**src/hw/tcr_pkg.sv**
```systemverilog
// constants shared by the timer control/capture/reload block
package tcr_pkg;
    // ------------------------------------------------------------
    // register map
    // ------------------------------------------------------------
    localparam logic [7:0] TCR_SFR_PAGE = 8'h10;
    localparam logic [7:0] TCR_ADDR_TIMER_A_CONTROL = 8'hc8;
    localparam logic [7:0] TCR_ADDR_TIMER_B_CONTROL = 8'h91;
    localparam logic [7:0] TCR_CTL_RESET = 8'h00;
    localparam logic [7:0] TCR_RDATA_UNMAPPED = 8'h00;
    // ------------------------------------------------------------
    // control register field positions
    // ------------------------------------------------------------
    localparam int TCR_BIT_WRAP_FLAG = 7;
    localparam int TCR_BIT_EXT_EVENT_FLAG = 6;
    localparam int TCR_BIT_EXT_PIN_ENABLE = 3;
    localparam int TCR_BIT_RUN_CONTROL = 2;
    localparam int TCR_BIT_COUNT_SOURCE_SELECT = 1;
    localparam int TCR_BIT_CAPTURE_RELOAD_SELECT = 0;
    // ------------------------------------------------------------
    // count values
    // ------------------------------------------------------------
    localparam logic [15:0] TCR_COUNT_MAX = 16'hffff;
    localparam logic [15:0] TCR_COUNT_ZERO = 16'h0000;
    localparam logic [15:0] TCR_COUNT_RESET = 16'h0000;
    localparam logic [15:0] TCR_CRV_RESET = 16'h0000;
    // ------------------------------------------------------------
    // clock prescale select codes and divide counts
    // ------------------------------------------------------------
    localparam logic [1:0] TCR_PS_DIV1 = 2'h0;
    localparam logic [1:0] TCR_PS_DIV2 = 2'h1;
    localparam logic [1:0] TCR_PS_DIV12 = 2'h2;
    localparam logic [1:0] TCR_PS_EXT_DIV8 = 2'h3;
    localparam logic [3:0] TCR_DIV2_COUNT = 4'h2;
    localparam logic [3:0] TCR_DIV12_COUNT = 4'hc;
    localparam logic [3:0] TCR_EXT_DIV8_COUNT = 4'h8;
    localparam logic [3:0] TCR_PS_RESET = 4'h0;
    localparam logic [2:0] TCR_SYNC_RESET = 3'h0;
endpackage

```
**src/hw/tcr_timer.sv**
```systemverilog
// one 16-bit up/down timer with capture/reload register and prescaler
`timescale 1ns/1ns
module tcr_timer
    import tcr_pkg::*;
(
    input wire logic clk, // system clock
    input wire logic rst_n, // async reset, active low
    input wire logic run_control, // timer runs when high
    input wire logic count_source_select, // 1: count pin falling edges
    input wire logic capture_reload_select, // 1: capture, 0: auto-reload
    input wire logic ext_pin_enable, // pin may trigger/steer
    input wire logic down_count_enable, // pin level sets direction
    input wire logic [1:0] clock_prescale_select, // timer clock choice
    input wire logic pin_level, // synchronised trigger pin level
    input wire logic pin_fall, // one pulse per falling edge
    input wire logic ext_tick, // one pulse per external clock rising edge
    input wire logic crv_wr, // software load of capture/reload value
    input wire logic [15:0] crv_wdata, // value for crv_wr
    output logic [15:0] count, // current count
    output logic [15:0] crv, // capture/reload value
    output logic wrap_evt, // pulse: wrap happened
    output logic ext_evt // pulse: pin caused capture or reload
);
    import tcr_pkg::*;

    logic [3:0] ps_cnt, next_ps_cnt;
    logic [15:0] next_count, next_crv;
    logic next_wrap_evt, next_ext_evt;
    logic ps_tick, step, tick, trig_ok, count_up;
    logic [3:0] ps_lim;

    // ------------------------------------------------------------
    // prescaler
    // ------------------------------------------------------------
    always_comb begin
        ps_tick = 1'b0;
        next_ps_cnt = ps_cnt;
        step = (clock_prescale_select == TCR_PS_EXT_DIV8) ? ext_tick : 1'b1;
        case (clock_prescale_select)
            TCR_PS_DIV2: ps_lim = TCR_DIV2_COUNT;
            TCR_PS_DIV12: ps_lim = TCR_DIV12_COUNT;
            TCR_PS_EXT_DIV8: ps_lim = TCR_EXT_DIV8_COUNT;
            default: ps_lim = TCR_DIV2_COUNT;
        endcase
        if (!run_control) begin
            next_ps_cnt = TCR_PS_RESET;
        end else if (clock_prescale_select == TCR_PS_DIV1) begin
            ps_tick = 1'b1;
        end else if (step) begin
            // a smaller divisor chosen mid-count must not wait for wraparound
            if (ps_cnt >= ps_lim - 4'h1) begin
                next_ps_cnt = TCR_PS_RESET;
                ps_tick = 1'b1;
            end else begin
                next_ps_cnt = ps_cnt + 4'h1;
            end
        end
    end

    // ------------------------------------------------------------
    // count, capture and reload
    // ------------------------------------------------------------
    always_comb begin
        next_count = count;
        next_crv = crv;
        next_wrap_evt = 1'b0;
        next_ext_evt = 1'b0;
        // with down-count on, the pin only steers and never triggers
        trig_ok = pin_fall && ext_pin_enable && !down_count_enable;
        count_up = !(down_count_enable && ext_pin_enable && !pin_level);
        tick = run_control && (count_source_select ? pin_fall : ps_tick);
        if (crv_wr) begin
            next_crv = crv_wdata;
        end
        if (tick) begin
            if (count_up) begin
                if (count == TCR_COUNT_MAX) begin
                    next_wrap_evt = 1'b1;
                    next_count = capture_reload_select ? TCR_COUNT_ZERO : crv;
                end else begin
                    next_count = count + 16'h0001;
                end
            end else if (!capture_reload_select && count == crv) begin
                next_wrap_evt = 1'b1;
                next_count = TCR_COUNT_MAX;
            end else if (capture_reload_select && count == TCR_COUNT_ZERO) begin
                next_wrap_evt = 1'b1;
                next_count = TCR_COUNT_MAX;
            end else begin
                next_count = count - 16'h0001;
            end
        end
        // a pin reload outranks the count step; a pin capture outranks a software load
        if (trig_ok) begin
            next_ext_evt = 1'b1;
            if (capture_reload_select) begin
                next_crv = count;
            end else begin
                next_count = crv;
            end
        end
    end

    always_ff @(posedge clk or negedge rst_n) begin
        if (!rst_n) begin
            ps_cnt <= TCR_PS_RESET;
            count <= TCR_COUNT_RESET;
            crv <= TCR_CRV_RESET;
            wrap_evt <= 1'b0;
            ext_evt <= 1'b0;
        end else begin
            ps_cnt <= next_ps_cnt;
            count <= next_count;
            crv <= next_crv;
            wrap_evt <= next_wrap_evt;
            ext_evt <= next_ext_evt;
        end
    end
endmodule

```
**src/hw/tcr_top.sv**
```systemverilog
// control registers, pin sampling and checks for two up/down timers
//
// What this block does
// - up-count rollover from all ones sets wrap flag
// - reload-mode down match sets flag, loads all ones
// - capture-mode down from zero sets wrap flag
// - set wrap flag raises enabled interrupt request
// - flags cleared only by software writes
// - pin falling edge capture/reload sets event flag
// - pin neither triggers nor steers while pin enable is clear
// - capture mode falling edge copies count
// - reload mode falling edge reloads, sets flag
// - down-count on: pin level steers, no reload
// - run control stops or runs the timer
// - source zero counts the prescaled clock
// - source one counts pin falling edges
// - mode bit picks reload or capture
// - control registers at 0xc8 and 0x91, page 0x10
// - with down-count and pin enable on, pin high counts up, low counts down
// - up overflow in reload mode loads reload value
`timescale 1ns/1ns
module tcr_top
    import tcr_pkg::*;
(
    input wire logic clk, // system clock, 100 MHz
    input wire logic rst_n, // async reset, active low
    input wire logic [7:0] sfr_page, // register page select
    input wire logic [7:0] sfr_addr, // register address
    input wire logic sfr_wr, // byte write strobe
    input wire logic [7:0] sfr_wdata, // byte write data
    input wire logic sfr_bit_wr, // single-bit write strobe
    input wire logic [2:0] sfr_bit_sel, // bit number for sfr_bit_wr
    input wire logic sfr_bit_val, // bit value for sfr_bit_wr
    input wire logic sfr_rd, // read strobe
    output logic [7:0] sfr_rdata, // read data, one cycle after sfr_rd
    input wire logic ext_trigger_pin_a, // timer a trigger pin
    input wire logic ext_trigger_pin_b, // timer b trigger pin
    input wire logic ext_clk_pin, // external clock for divide-by-8
    input wire logic down_count_enable_a, // timer a down-count enable
    input wire logic down_count_enable_b, // timer b down-count enable
    input wire logic [1:0] clock_prescale_select_a, // timer a clock choice
    input wire logic [1:0] clock_prescale_select_b, // timer b clock choice
    input wire logic irq_enable_a, // timer a interrupt enable
    input wire logic irq_enable_b, // timer b interrupt enable
    input wire logic crv_wr_a, // load timer a capture/reload value
    input wire logic [15:0] crv_wdata_a, // value for crv_wr_a
    input wire logic crv_wr_b, // load timer b capture/reload value
    input wire logic [15:0] crv_wdata_b, // value for crv_wr_b
    output logic irq_a, // timer a interrupt request
    output logic irq_b, // timer b interrupt request
    output logic [15:0] count_a, // timer a count
    output logic [15:0] count_b, // timer b count
    output logic [15:0] crv_a, // timer a capture/reload value
    output logic [15:0] crv_b // timer b capture/reload value
);
    import tcr_pkg::*;

    // ------------------------------------------------------------
    // pin synchronisers
    // ------------------------------------------------------------
    // stage 3 exists only for edge detection so stage 1 feeds nothing else
    logic [2:0] pin_s1, pin_s2, pin_s3;
    logic [1:0] pin_fall;
    logic ext_tick;

    always_ff @(posedge clk or negedge rst_n) begin
        if (!rst_n) begin
            pin_s1 <= TCR_SYNC_RESET;
            pin_s2 <= TCR_SYNC_RESET;
            pin_s3 <= TCR_SYNC_RESET;
        end else begin
            pin_s1 <= {ext_clk_pin, ext_trigger_pin_b, ext_trigger_pin_a};
            pin_s2 <= pin_s1;
            pin_s3 <= pin_s2;
        end
    end

    assign pin_fall = pin_s3[1:0] & ~pin_s2[1:0];
    assign ext_tick = pin_s2[2] & ~pin_s3[2];

    // ------------------------------------------------------------
    // control registers and read port
    // ------------------------------------------------------------
    logic [1:0][7:0] ctl, next_ctl;
    logic [1:0] hit, wrap_evt, ext_evt, irq_enable, down_en, irq, next_irq;
    logic [7:0] next_rdata, bit_data;
    logic page_ok;

    assign irq_enable = {irq_enable_b, irq_enable_a};
    assign down_en = {down_count_enable_b, down_count_enable_a};

    always_comb begin
        page_ok = (sfr_page == TCR_SFR_PAGE);
        hit[0] = page_ok && (sfr_addr == TCR_ADDR_TIMER_A_CONTROL);
        hit[1] = page_ok && (sfr_addr == TCR_ADDR_TIMER_B_CONTROL);
        bit_data = ctl[0];
        bit_data[sfr_bit_sel] = sfr_bit_val;
        next_ctl = ctl;
        // byte write wins over a bit write; only timer a is bit-addressable
        if (hit[0] && sfr_wr) begin
            next_ctl[0] = sfr_wdata;
        end else if (hit[0] && sfr_bit_wr) begin
            next_ctl[0] = bit_data;
        end
        if (hit[1] && sfr_wr) begin
            next_ctl[1] = sfr_wdata;
        end
        // hardware set lands after the write, so a set beats a clear
        for (int i = 0; i < 2; i++) begin
            if (wrap_evt[i]) begin
                next_ctl[i][TCR_BIT_WRAP_FLAG] = 1'b1;
            end
            if (ext_evt[i]) begin
                next_ctl[i][TCR_BIT_EXT_EVENT_FLAG] = 1'b1;
            end
            next_irq[i] = ctl[i][TCR_BIT_WRAP_FLAG] && irq_enable[i];
        end
        next_rdata = sfr_rdata;
        if (sfr_rd) begin
            next_rdata = hit[0] ? ctl[0] : (hit[1] ? ctl[1] : TCR_RDATA_UNMAPPED);
        end
    end

    always_ff @(posedge clk or negedge rst_n) begin
        if (!rst_n) begin
            ctl <= {TCR_CTL_RESET, TCR_CTL_RESET};
            irq <= 2'h0;
            sfr_rdata <= TCR_RDATA_UNMAPPED;
        end else begin
            ctl <= next_ctl;
            irq <= next_irq;
            sfr_rdata <= next_rdata;
        end
    end

    assign irq_a = irq[0];
    assign irq_b = irq[1];

    // ------------------------------------------------------------
    // timers
    // ------------------------------------------------------------
    logic [1:0][1:0] ps_sel;
    logic [1:0][15:0] cnt, crv_val, crv_wdata;
    logic [1:0] crv_wr;

    assign ps_sel = {clock_prescale_select_b, clock_prescale_select_a};
    assign crv_wdata = {crv_wdata_b, crv_wdata_a};
    assign crv_wr = {crv_wr_b, crv_wr_a};

    for (genvar g = 0; g < 2; g++) begin : g_timer
        tcr_timer u_timer (
            .clk(clk),
            .rst_n(rst_n),
            .run_control(ctl[g][TCR_BIT_RUN_CONTROL]),
            .count_source_select(ctl[g][TCR_BIT_COUNT_SOURCE_SELECT]),
            .capture_reload_select(ctl[g][TCR_BIT_CAPTURE_RELOAD_SELECT]),
            .ext_pin_enable(ctl[g][TCR_BIT_EXT_PIN_ENABLE]),
            .down_count_enable(down_en[g]),
            .clock_prescale_select(ps_sel[g]),
            .pin_level(pin_s2[g]),
            .pin_fall(pin_fall[g]),
            .ext_tick(ext_tick),
            .crv_wr(crv_wr[g]),
            .crv_wdata(crv_wdata[g]),
            .count(cnt[g]),
            .crv(crv_val[g]),
            .wrap_evt(wrap_evt[g]),
            .ext_evt(ext_evt[g])
        );
    end

    assign count_a = cnt[0];
    assign count_b = cnt[1];
    assign crv_a = crv_val[0];
    assign crv_b = crv_val[1];

    logic a_up, a_trig, a_capture, a_ext_pin_enable, a_run, a_wr;
    assign a_capture = ctl[0][TCR_BIT_CAPTURE_RELOAD_SELECT];
    assign a_ext_pin_enable = ctl[0][TCR_BIT_EXT_PIN_ENABLE];
    assign a_run = ctl[0][TCR_BIT_RUN_CONTROL];
    assign a_up = !(down_count_enable_a && a_ext_pin_enable && !pin_s2[0]);
    assign a_trig = pin_fall[0] && a_ext_pin_enable && !down_count_enable_a;
    assign a_wr = hit[0] && (sfr_wr || sfr_bit_wr);

    // ------------------------------------------------------------
    // checks on timer b and the read port
    // ------------------------------------------------------------
    logic b_trig, b_capture, b_wr;
    assign b_trig = pin_fall[1] && ctl[1][TCR_BIT_EXT_PIN_ENABLE] && !down_count_enable_b;
    assign b_capture = ctl[1][TCR_BIT_CAPTURE_RELOAD_SELECT];
    // timer b has no single-bit write, so only the byte strobe may clear it
    assign b_wr = hit[1] && sfr_wr;
endmodule

```
**config.mk**
```make
export PLATFORM = sky130hd
export DESIGN_NAME = tcr_top
export DESIGN_NICKNAME = d
export VERILOG_FILES = /design/src/hw/tcr_pkg.sv /design/src/hw/tcr_timer.sv /design/src/hw/tcr_top.sv
export SDC_FILE = /design/constraint.sdc
export NUM_CORES = 1
export LEC_CHECK = 0
export ABC_AREA = 1
export BUFFER_PORTS_ARGS = -buffer_cell sky130_fd_sc_hd__buf_2
export CAP_MARGIN = 15
export CELL_PAD_IN_SITES_DETAIL_PLACEMENT = 0
export CELL_PAD_IN_SITES_GLOBAL_PLACEMENT = 2
export CORE_AREA = 3 3 172 207
export DETAILED_ROUTE_END_ITERATION = 8
export DIE_AREA = 0 0 175 210
export PLACE_DENSITY = 0.79
export SYNTH_ARGS = -nofsm -noshare
export SYNTH_HDL_FRONTEND = slang
export SYNTH_SLANG_ARGS = --single-unit
```
**constraint.sdc**
```tcl
create_clock -name clk -period 3.6 [get_ports clk]
set_input_delay 0.54 -clock clk [delete_from_list [all_inputs] [get_ports clk]]
set_output_delay 0.54 -clock clk [all_outputs]
set_load 0.03 [all_outputs]
```
==> impl_metrics.ini, run 1 <==
[run_status]
outcome = finished clean

[routing]
totalWireLength_um = 30230
detail_route.iter0.violations = 583
average_wire_per_cell_in_the_routed_design_um = 16.18
drtAntennaViolNets = 0
post-route-drc-count = 0
vias = 8695
drt-pass1-iter-count = 4
viasPerCell = 4.652

[cts]
cts_tree = built
clk_pin_slew_ns = 0.09
cts.sinks = 111
cts_resized = 0
cts.root.buffer_cell = sky130_fd_sc_hd__clkbuf_16
ctsLongestPathBuffers = 2
clock_latency_ns = 0.37
tritoncts.num_buffers = 9
cts_hold_repair.buffers = 0
post_cts_setup_buffers = 0
htree_levels = 3

[placement]
port_buffers = 151
detailed_place.area_um2 = 9492
place_hpwl_um = 22160
place_inst = 1852
gp_congestion = 0.8467

[sta]
final.period_utilization_pct = 70.80
max_clk_rate_mhz = 392.4
grt_setup_unrepaired = no
drv_slew = 0
timing.setup.tns_ns = 0
layout_min_cycle_time_ns = 2.549
slew_headroom_pct = 28.36
tightest_slew_ns = 1.072
hold_viol = 0
report.final.setup_viol = 0
finalClockSkew_ns = 0.01677

[floorplan]
initial_utilization_pct = 24.69
placement_rows = 74
floorplan.die.width_um = 175
design.die.area_um2 = 36750
core-area_um2 = 33890
fp.dieH_um = 210
design.portCount = 152

[cells_and_area]
area.growth.synth_to_final_pct = 17.24
layout.cells.most_common = sky130_fd_sc_hd__nand2_1
layout.cells.non_filler = 1869
layout_common_cells = sky130_fd_sc_hd__nand2_1 (365), sky130_fd_sc_hd__nor2_1 (150), sky130_fd_sc_hd__buf_2 (150)
final_net_count = 1500
finalInstanceArea_um2 = 9809
fraction_of_final_layout_cells_sized_beyond_drive_strength_1_pct = 15.22
antennaDiodeCount = 0
layout.core_utilization_pct = 28.95

[synth]
yosys_register_bits = 111
synthDistinctLibCells = 41
synth.largest_area_cell = sky130_fd_sc_hd__dfrtp_1
synth_seq_area_share_pct = 33.20
yosys_warnings = 0
synthesis.area_um2 = 8367
netlist.area_leader.share_pct = 33.20
dominantRegCellSynth = sky130_fd_sc_hd__dfrtp_1
syn_area_per_cell_um2 = 6.476
async_reset_ff_share_pct = 100.0
edff_count_synth = 0
syn_nets = 1384
syn-instance-count = 1292
synth.top_cells.by_area = sky130_fd_sc_hd__dfrtp_1 (33%), sky130_fd_sc_hd__nand2_1 (16%), sky130_fd_sc_hd__nand3_1 (7.4%)

[critical_path]
critical_path.endpoint_type = register
cp_max_fo = 19
criticalPathCategory = in -> reg
critPathArrivalTime_ns = 2.84
worst-endpoint-required_ns = 3.89
critical_path.startpoint_type = input port

[global_routing]
globalRouteTotalUtil_pct = 16.48
grt_pass1_wl_um = 48060
maximum_number_of_pins_on_one_net_before_global_route_repair = 112
vias_in_the_first_global_route = 8582
globalRoute.totalOverflow = 0
antenna_found_initial = 1

[power]
total_leakage_power_nw = 4.990
pwr_density_cell_nw_per_um2 = 470.1
power_mw = 4.612
ir_worst_vdd_uv = 262.9

[job]
max_cap_viol_count = 0

[hold_path]
hold_path.class = in -> async
==> layer usage <==
| metal | part of all wire, % | track usage, % | up-vias |
|---|---|---|---|
| li1 | - | - | 4394 |
| met1 | 44 | 21.24 | 4053 |
| met2 | 50 | 28.58 | 210 |
| met3 | 4.0 | 2.270 | 36 |
| met4 | 2.1 | 5.312 | 2 |
| met5 | 0.056 | 0 | - |
==> critical path: stages <==
cell                      delay, ns
sky130_fd_sc_hd__buf_2         0.11
sky130_fd_sc_hd__inv_1         0.06
sky130_fd_sc_hd__or2_2         0.27
sky130_fd_sc_hd__ha_1          0.29
sky130_fd_sc_hd__nand2_1       0.05
sky130_fd_sc_hd__o21ai_1       0.20
sky130_fd_sc_hd__nand2_1       0.09
sky130_fd_sc_hd__nand2_1       0.14
sky130_fd_sc_hd__nand2_2       0.29
sky130_fd_sc_hd__inv_2         0.39
sky130_fd_sc_hd__nand2_1       0.09
sky130_fd_sc_hd__inv_1         0.07
sky130_fd_sc_hd__o21ai_0       0.07
sky130_fd_sc_hd__a21oi_1       0.16
==> layout make-up <==
class | instances | area, um^2
timing repair buffer | 162 | 860.8
clock buffer | 9 | 225.2
tap | 456 | 570.5
clock inverter | 7 | 77.57
inverter | 143 | 539.3
multi-input combinational | 981 | 4758
fill | 3927 | 24080
sequential | 111 | 2778
==> sequential cells by signal (all words and copies together) (netlist names) <==
register and count:
a_capture 1, a_ext_pin_enable 1, a_run 1, b_capture 1
ctl 12, g_timer.u_timer.count 32, g_timer.u_timer.crv 32, g_timer.u_timer.ext_evt 2
g_timer.u_timer.ps_cnt 8, g_timer.u_timer.wrap_evt 2, irq 2, pin_s1 3
pin_s2 3, pin_s3 3, sfr_rdata 8
==> synth_stat cells, types with 3 or more instances <==
| cell type | number |
|---|---|
| sky130_fd_sc_hd__inv_2 | 5 |
| sky130_fd_sc_hd__mux2i_1 | 3 |
| sky130_fd_sc_hd__nor2_1 | 150 |
| sky130_fd_sc_hd__clkbuf_2 | 3 |
| sky130_fd_sc_hd__xor2_1 | 33 |
| sky130_fd_sc_hd__a21oi_1 | 95 |
| sky130_fd_sc_hd__nor3_2 | 3 |
| sky130_fd_sc_hd__ha_1 | 14 |
| sky130_fd_sc_hd__dfrtp_1 | 111 |
| sky130_fd_sc_hd__o22ai_1 | 3 |
| sky130_fd_sc_hd__nand2_4 | 3 |
| sky130_fd_sc_hd__buf_4 | 7 |
| sky130_fd_sc_hd__nand3_2 | 5 |
| sky130_fd_sc_hd__o21ai_0 | 102 |
| sky130_fd_sc_hd__xnor2_1 | 8 |
| sky130_fd_sc_hd__o211ai_1 | 8 |
| sky130_fd_sc_hd__nand2_2 | 3 |
| sky130_fd_sc_hd__o21ai_1 | 8 |
| sky130_fd_sc_hd__nor3_1 | 5 |
| sky130_fd_sc_hd__clkbuf_1 | 23 |
| sky130_fd_sc_hd__nor2_2 | 5 |
| sky130_fd_sc_hd__nor2_4 | 6 |
| sky130_fd_sc_hd__a31oi_1 | 6 |
| sky130_fd_sc_hd__inv_1 | 135 |
| sky130_fd_sc_hd__nand3_1 | 124 |
| sky130_fd_sc_hd__nand4_1 | 20 |
| sky130_fd_sc_hd__buf_6 | 3 |
| sky130_fd_sc_hd__nand2_1 | 365 |
| sky130_fd_sc_hd__buf_2 | 20 |
==> worst paths after layout <==
check                                                  from                           to  slack, ns  depth (start not counted)
worst max-delay path             clock_prescale_select_a[1]  g_timer[0].u_timer.count[2]       1.05                         14
worst min-delay path                                  rst_n   g_timer[1].u_timer.crv[10]       0.23                          2
worst max register to register  g_timer[1].u_timer.count[0]  g_timer[1].u_timer.count[7]       1.23                         12
worst min register to register                    pin_s1[2]                    pin_s2[2]       0.36                          0
max in group asynchronous                             rst_n  g_timer[1].u_timer.count[6]       2.80                          2
min in group clk                          ext_trigger_pin_a                    pin_s1[0]       0.27                          1
==> power by group <==
| group | total [mW] | internal, mW | switching [mW] |
|---|---|---|---|
| registers | 1.77 | 1.41 | 0.360 |
| logic | 1.78 | 0.605 | 1.17 |
| clock network | 1.06 | 0.494 | 0.566 |
| total | 4.61 | 2.51 | 2.10 |
==> through the flow <==
| step | hold WS [ns] | setup WS [ns] |
|---|---|---|
| floorplan | 0.2444 | 1.436 |
| global placement | 0.3320 | 0.7343 |
| detailed placement | 0.3435 | 0.6753 |
| CTS | 0.2492 | 1.084 |
| global route | 0.2521 | 0.8664 |
| finish | 0.2298 | 1.051 |
==> logic make-up (layout without fill, tap and decap cells) <==
kind of cell	count (synthesis)	after routing	share of synthesized area, %
AOI/OAI and AO/OA	226	226	14.07
xor gates and xnor gates	41	41	4.292
adders and majority gates	14	14	2.094
buffers and inverters	200	321	9.930
DFF	111	111	33.20
muxes	3	3	0.3589
and+or+nand+nor	697	697	36.05
(Power assumes the default switching activity.)
==> inputs of run 2 (changes only) <==
==> constraint.sdc (replaced) <==
create_clock -name clk -period 2.6 [get_ports clk]
set_input_delay 0.39 -clock clk [delete_from_list [all_inputs] [get_ports clk]]
set_output_delay 0.39 -clock clk [all_outputs]
set_load 0.03 [all_outputs]
==> impl_metrics.ini, run 2 (synthesis gave the netlist of run 1 again) <==
[cells_and_area]
layout.cells.non_filler = 1893
finalInstanceArea_um2 = 9992
num-fill-cells = 3900
layout.cells.most_common = sky130_fd_sc_hd__nand2_1
largestRegisters = g_timer.u_timer.count: 32 flops, g_timer.u_timer.crv: 32 flops, ctl: 12 flops
area.growth.synth_to_final_pct = 19.43
layout_common_cells = sky130_fd_sc_hd__nand2_1 (365), sky130_fd_sc_hd__nor2_1 (150), sky130_fd_sc_hd__buf_2 (150)
multi_input_comb_area_um2 = 4758
layout.core_utilization_pct = 29.49
final_net_count = 1523
fraction_of_final_layout_cells_sized_beyond_drive_strength_1_pct = 16.50
sequential_cell_area_um2 = 2778

[critical_path]
timing.reg2reg.setup_slack_ns = 0.40
worst_flop_to_flop_path_endpoint = g_timer[1].u_timer.count[7]
worst-endpoint-required_ns = 2.86
critical_path.startpoint_type = register
criticalPathCategory = reg -> reg
setup.worst_path.start = g_timer[1].u_timer.count[0]
critPathArrivalTime_ns = 2.46
timing.rr.start = g_timer[1].u_timer.count[0]
cp_max_fo = 8
critical_path.endpoint_type = register
critical_path.endpoint = g_timer[1].u_timer.count[7]
worst_r2r_path_depth = 12

[cts]
ctsLongestPathBuffers = 2
clk_pin_slew_ns = 0.09
htree_levels = 3
post_cts_setup_buffers = 0
tritoncts.num_buffers = 9
cts_tree = built
cts.root.buffer_cell = sky130_fd_sc_hd__clkbuf_16
cts_resized = 0
clock_latency_ns = 0.37
cts.sinks = 111
cts_hold_repair.buffers = 1

[floorplan]
fp.dieH_um = 210
core-area_um2 = 33890
floorplan.die.width_um = 175
placement_rows = 74
design.die.area_um2 = 36750
initial_utilization_pct = 24.69
design.portCount = 152

[sta]
tightest_slew_ns = 0.6039
postLayoutSetupSlackWorst_ns = 0.3966
report.final.setup_viol = 0
final.period_utilization_pct = 84.74
timing.setup.tns_ns = 0
layout_min_cycle_time_ns = 2.203
hold_viol = 0
finalHoldWorstSlack_ns = 0.1252
finalClockSkew_ns = 0.01369
max_clk_rate_mhz = 453.9
slew_headroom_pct = 59.70
grt_setup_unrepaired = no
drv_slew = 0

[routing]
post-route-drc-count = 0
drt-pass1-iter-count = 7
viasPerCell = 4.681
vias = 8862
detail_route.iter0.violations = 540
drtAntennaViolNets = 0
average_wire_per_cell_in_the_routed_design_um = 16.31
totalWireLength_um = 30870

[job]
max_cap_viol_count = 0

[power]
total_leakage_power_nw = 5.099
power_mw = 6.506
ir_worst_vdd_uv = 281.5
pwr_density_cell_nw_per_um2 = 651.1

[global_routing]
maximum_number_of_pins_on_one_net_before_global_route_repair = 43
globalRoute.totalOverflow = 0
grt_pass1_wl_um = 49470
antenna_found_initial = 2
globalRouteTotalUtil_pct = 16.92
vias_in_the_first_global_route = 8755

[hold_path]
hold_path.class = in -> reg
hold_path_startpoint = ext_clk_pin

[placement]
dp_slack_ns = 0.2378
detailed_place.area_um2 = 9677
gp_congestion = 0.8860
place_hpwl_um = 23100
port_buffers = 151
place_inst = 1875

[run_status]
outcome = finished clean
[run 2: cell types whose count changed in the layout (fill, tap and decap cells not counted), sizes merged]
cell,before,now
diode,0,1
dlygate4sd3,0,1
buf,162,184
[run 2: routing by layer]
layer | vias up | global-route usage [%] | share of wire [%] | routed length (um)
met4 | 2 | 5.615 | 2.5 | 759
met3 | 42 | 2.162 | 4.1 | 1271
li1 | 4452 | - | - | -
met5 | - | 0 | 0.055 | 17
met1 | 4134 | 22.07 | 44 | 13500
met2 | 232 | 29.05 | 50 | 15320
[run 2: worst min path at each step]
stage | end | slack, ns | cells after the start
6_report | pin_s1[2] | 0.13 | 1
5_1_grt | pin_s1[2] | 0.10 | 1
4_1_cts | pin_s1[2] | 0.10 | 1
3_5_place_dp | pin_s2[2] | 0.34 | 0
3_3_place_gp | pin_s2[1] | 0.33 | 0
2_1_floorplan | a_capture | 0.09 | 0
[run 2: where the power goes]
| group | internal, mW | switching (mW) |
|---|---|---|
| Clock | 0.684 | 0.784 |
| Sequential | 1.95 | 0.472 |
| Combinational | 0.917 | 1.69 |
| Total | 3.56 | 2.95 |
[run 2: layout make-up]
class                      instances  area share, %
sequential                       111          27.80
multi-input combinational        981          47.62
antenna                            1        0.02504
timing repair buffer             185          10.42
clock buffer                       9          2.254
clock inverter                     7         0.7764
inverter                         143          5.397
tap                              456          5.710
[run 2: worst max-delay path, cell delays in order (launching register included)]
cell                      delay [ns]
sky130_fd_sc_hd__dfrtp_1        0.53
sky130_fd_sc_hd__ha_1           0.25
sky130_fd_sc_hd__nand2_1        0.10
sky130_fd_sc_hd__nor2_4         0.21
sky130_fd_sc_hd__nand2_4        0.09
sky130_fd_sc_hd__nor2_4         0.28
sky130_fd_sc_hd__inv_1          0.24
sky130_fd_sc_hd__nand2_1        0.11
sky130_fd_sc_hd__nand3_1        0.07
sky130_fd_sc_hd__nand2_1        0.07
sky130_fd_sc_hd__inv_1          0.03
sky130_fd_sc_hd__nand2_1        0.04
sky130_fd_sc_hd__a21oi_1        0.05
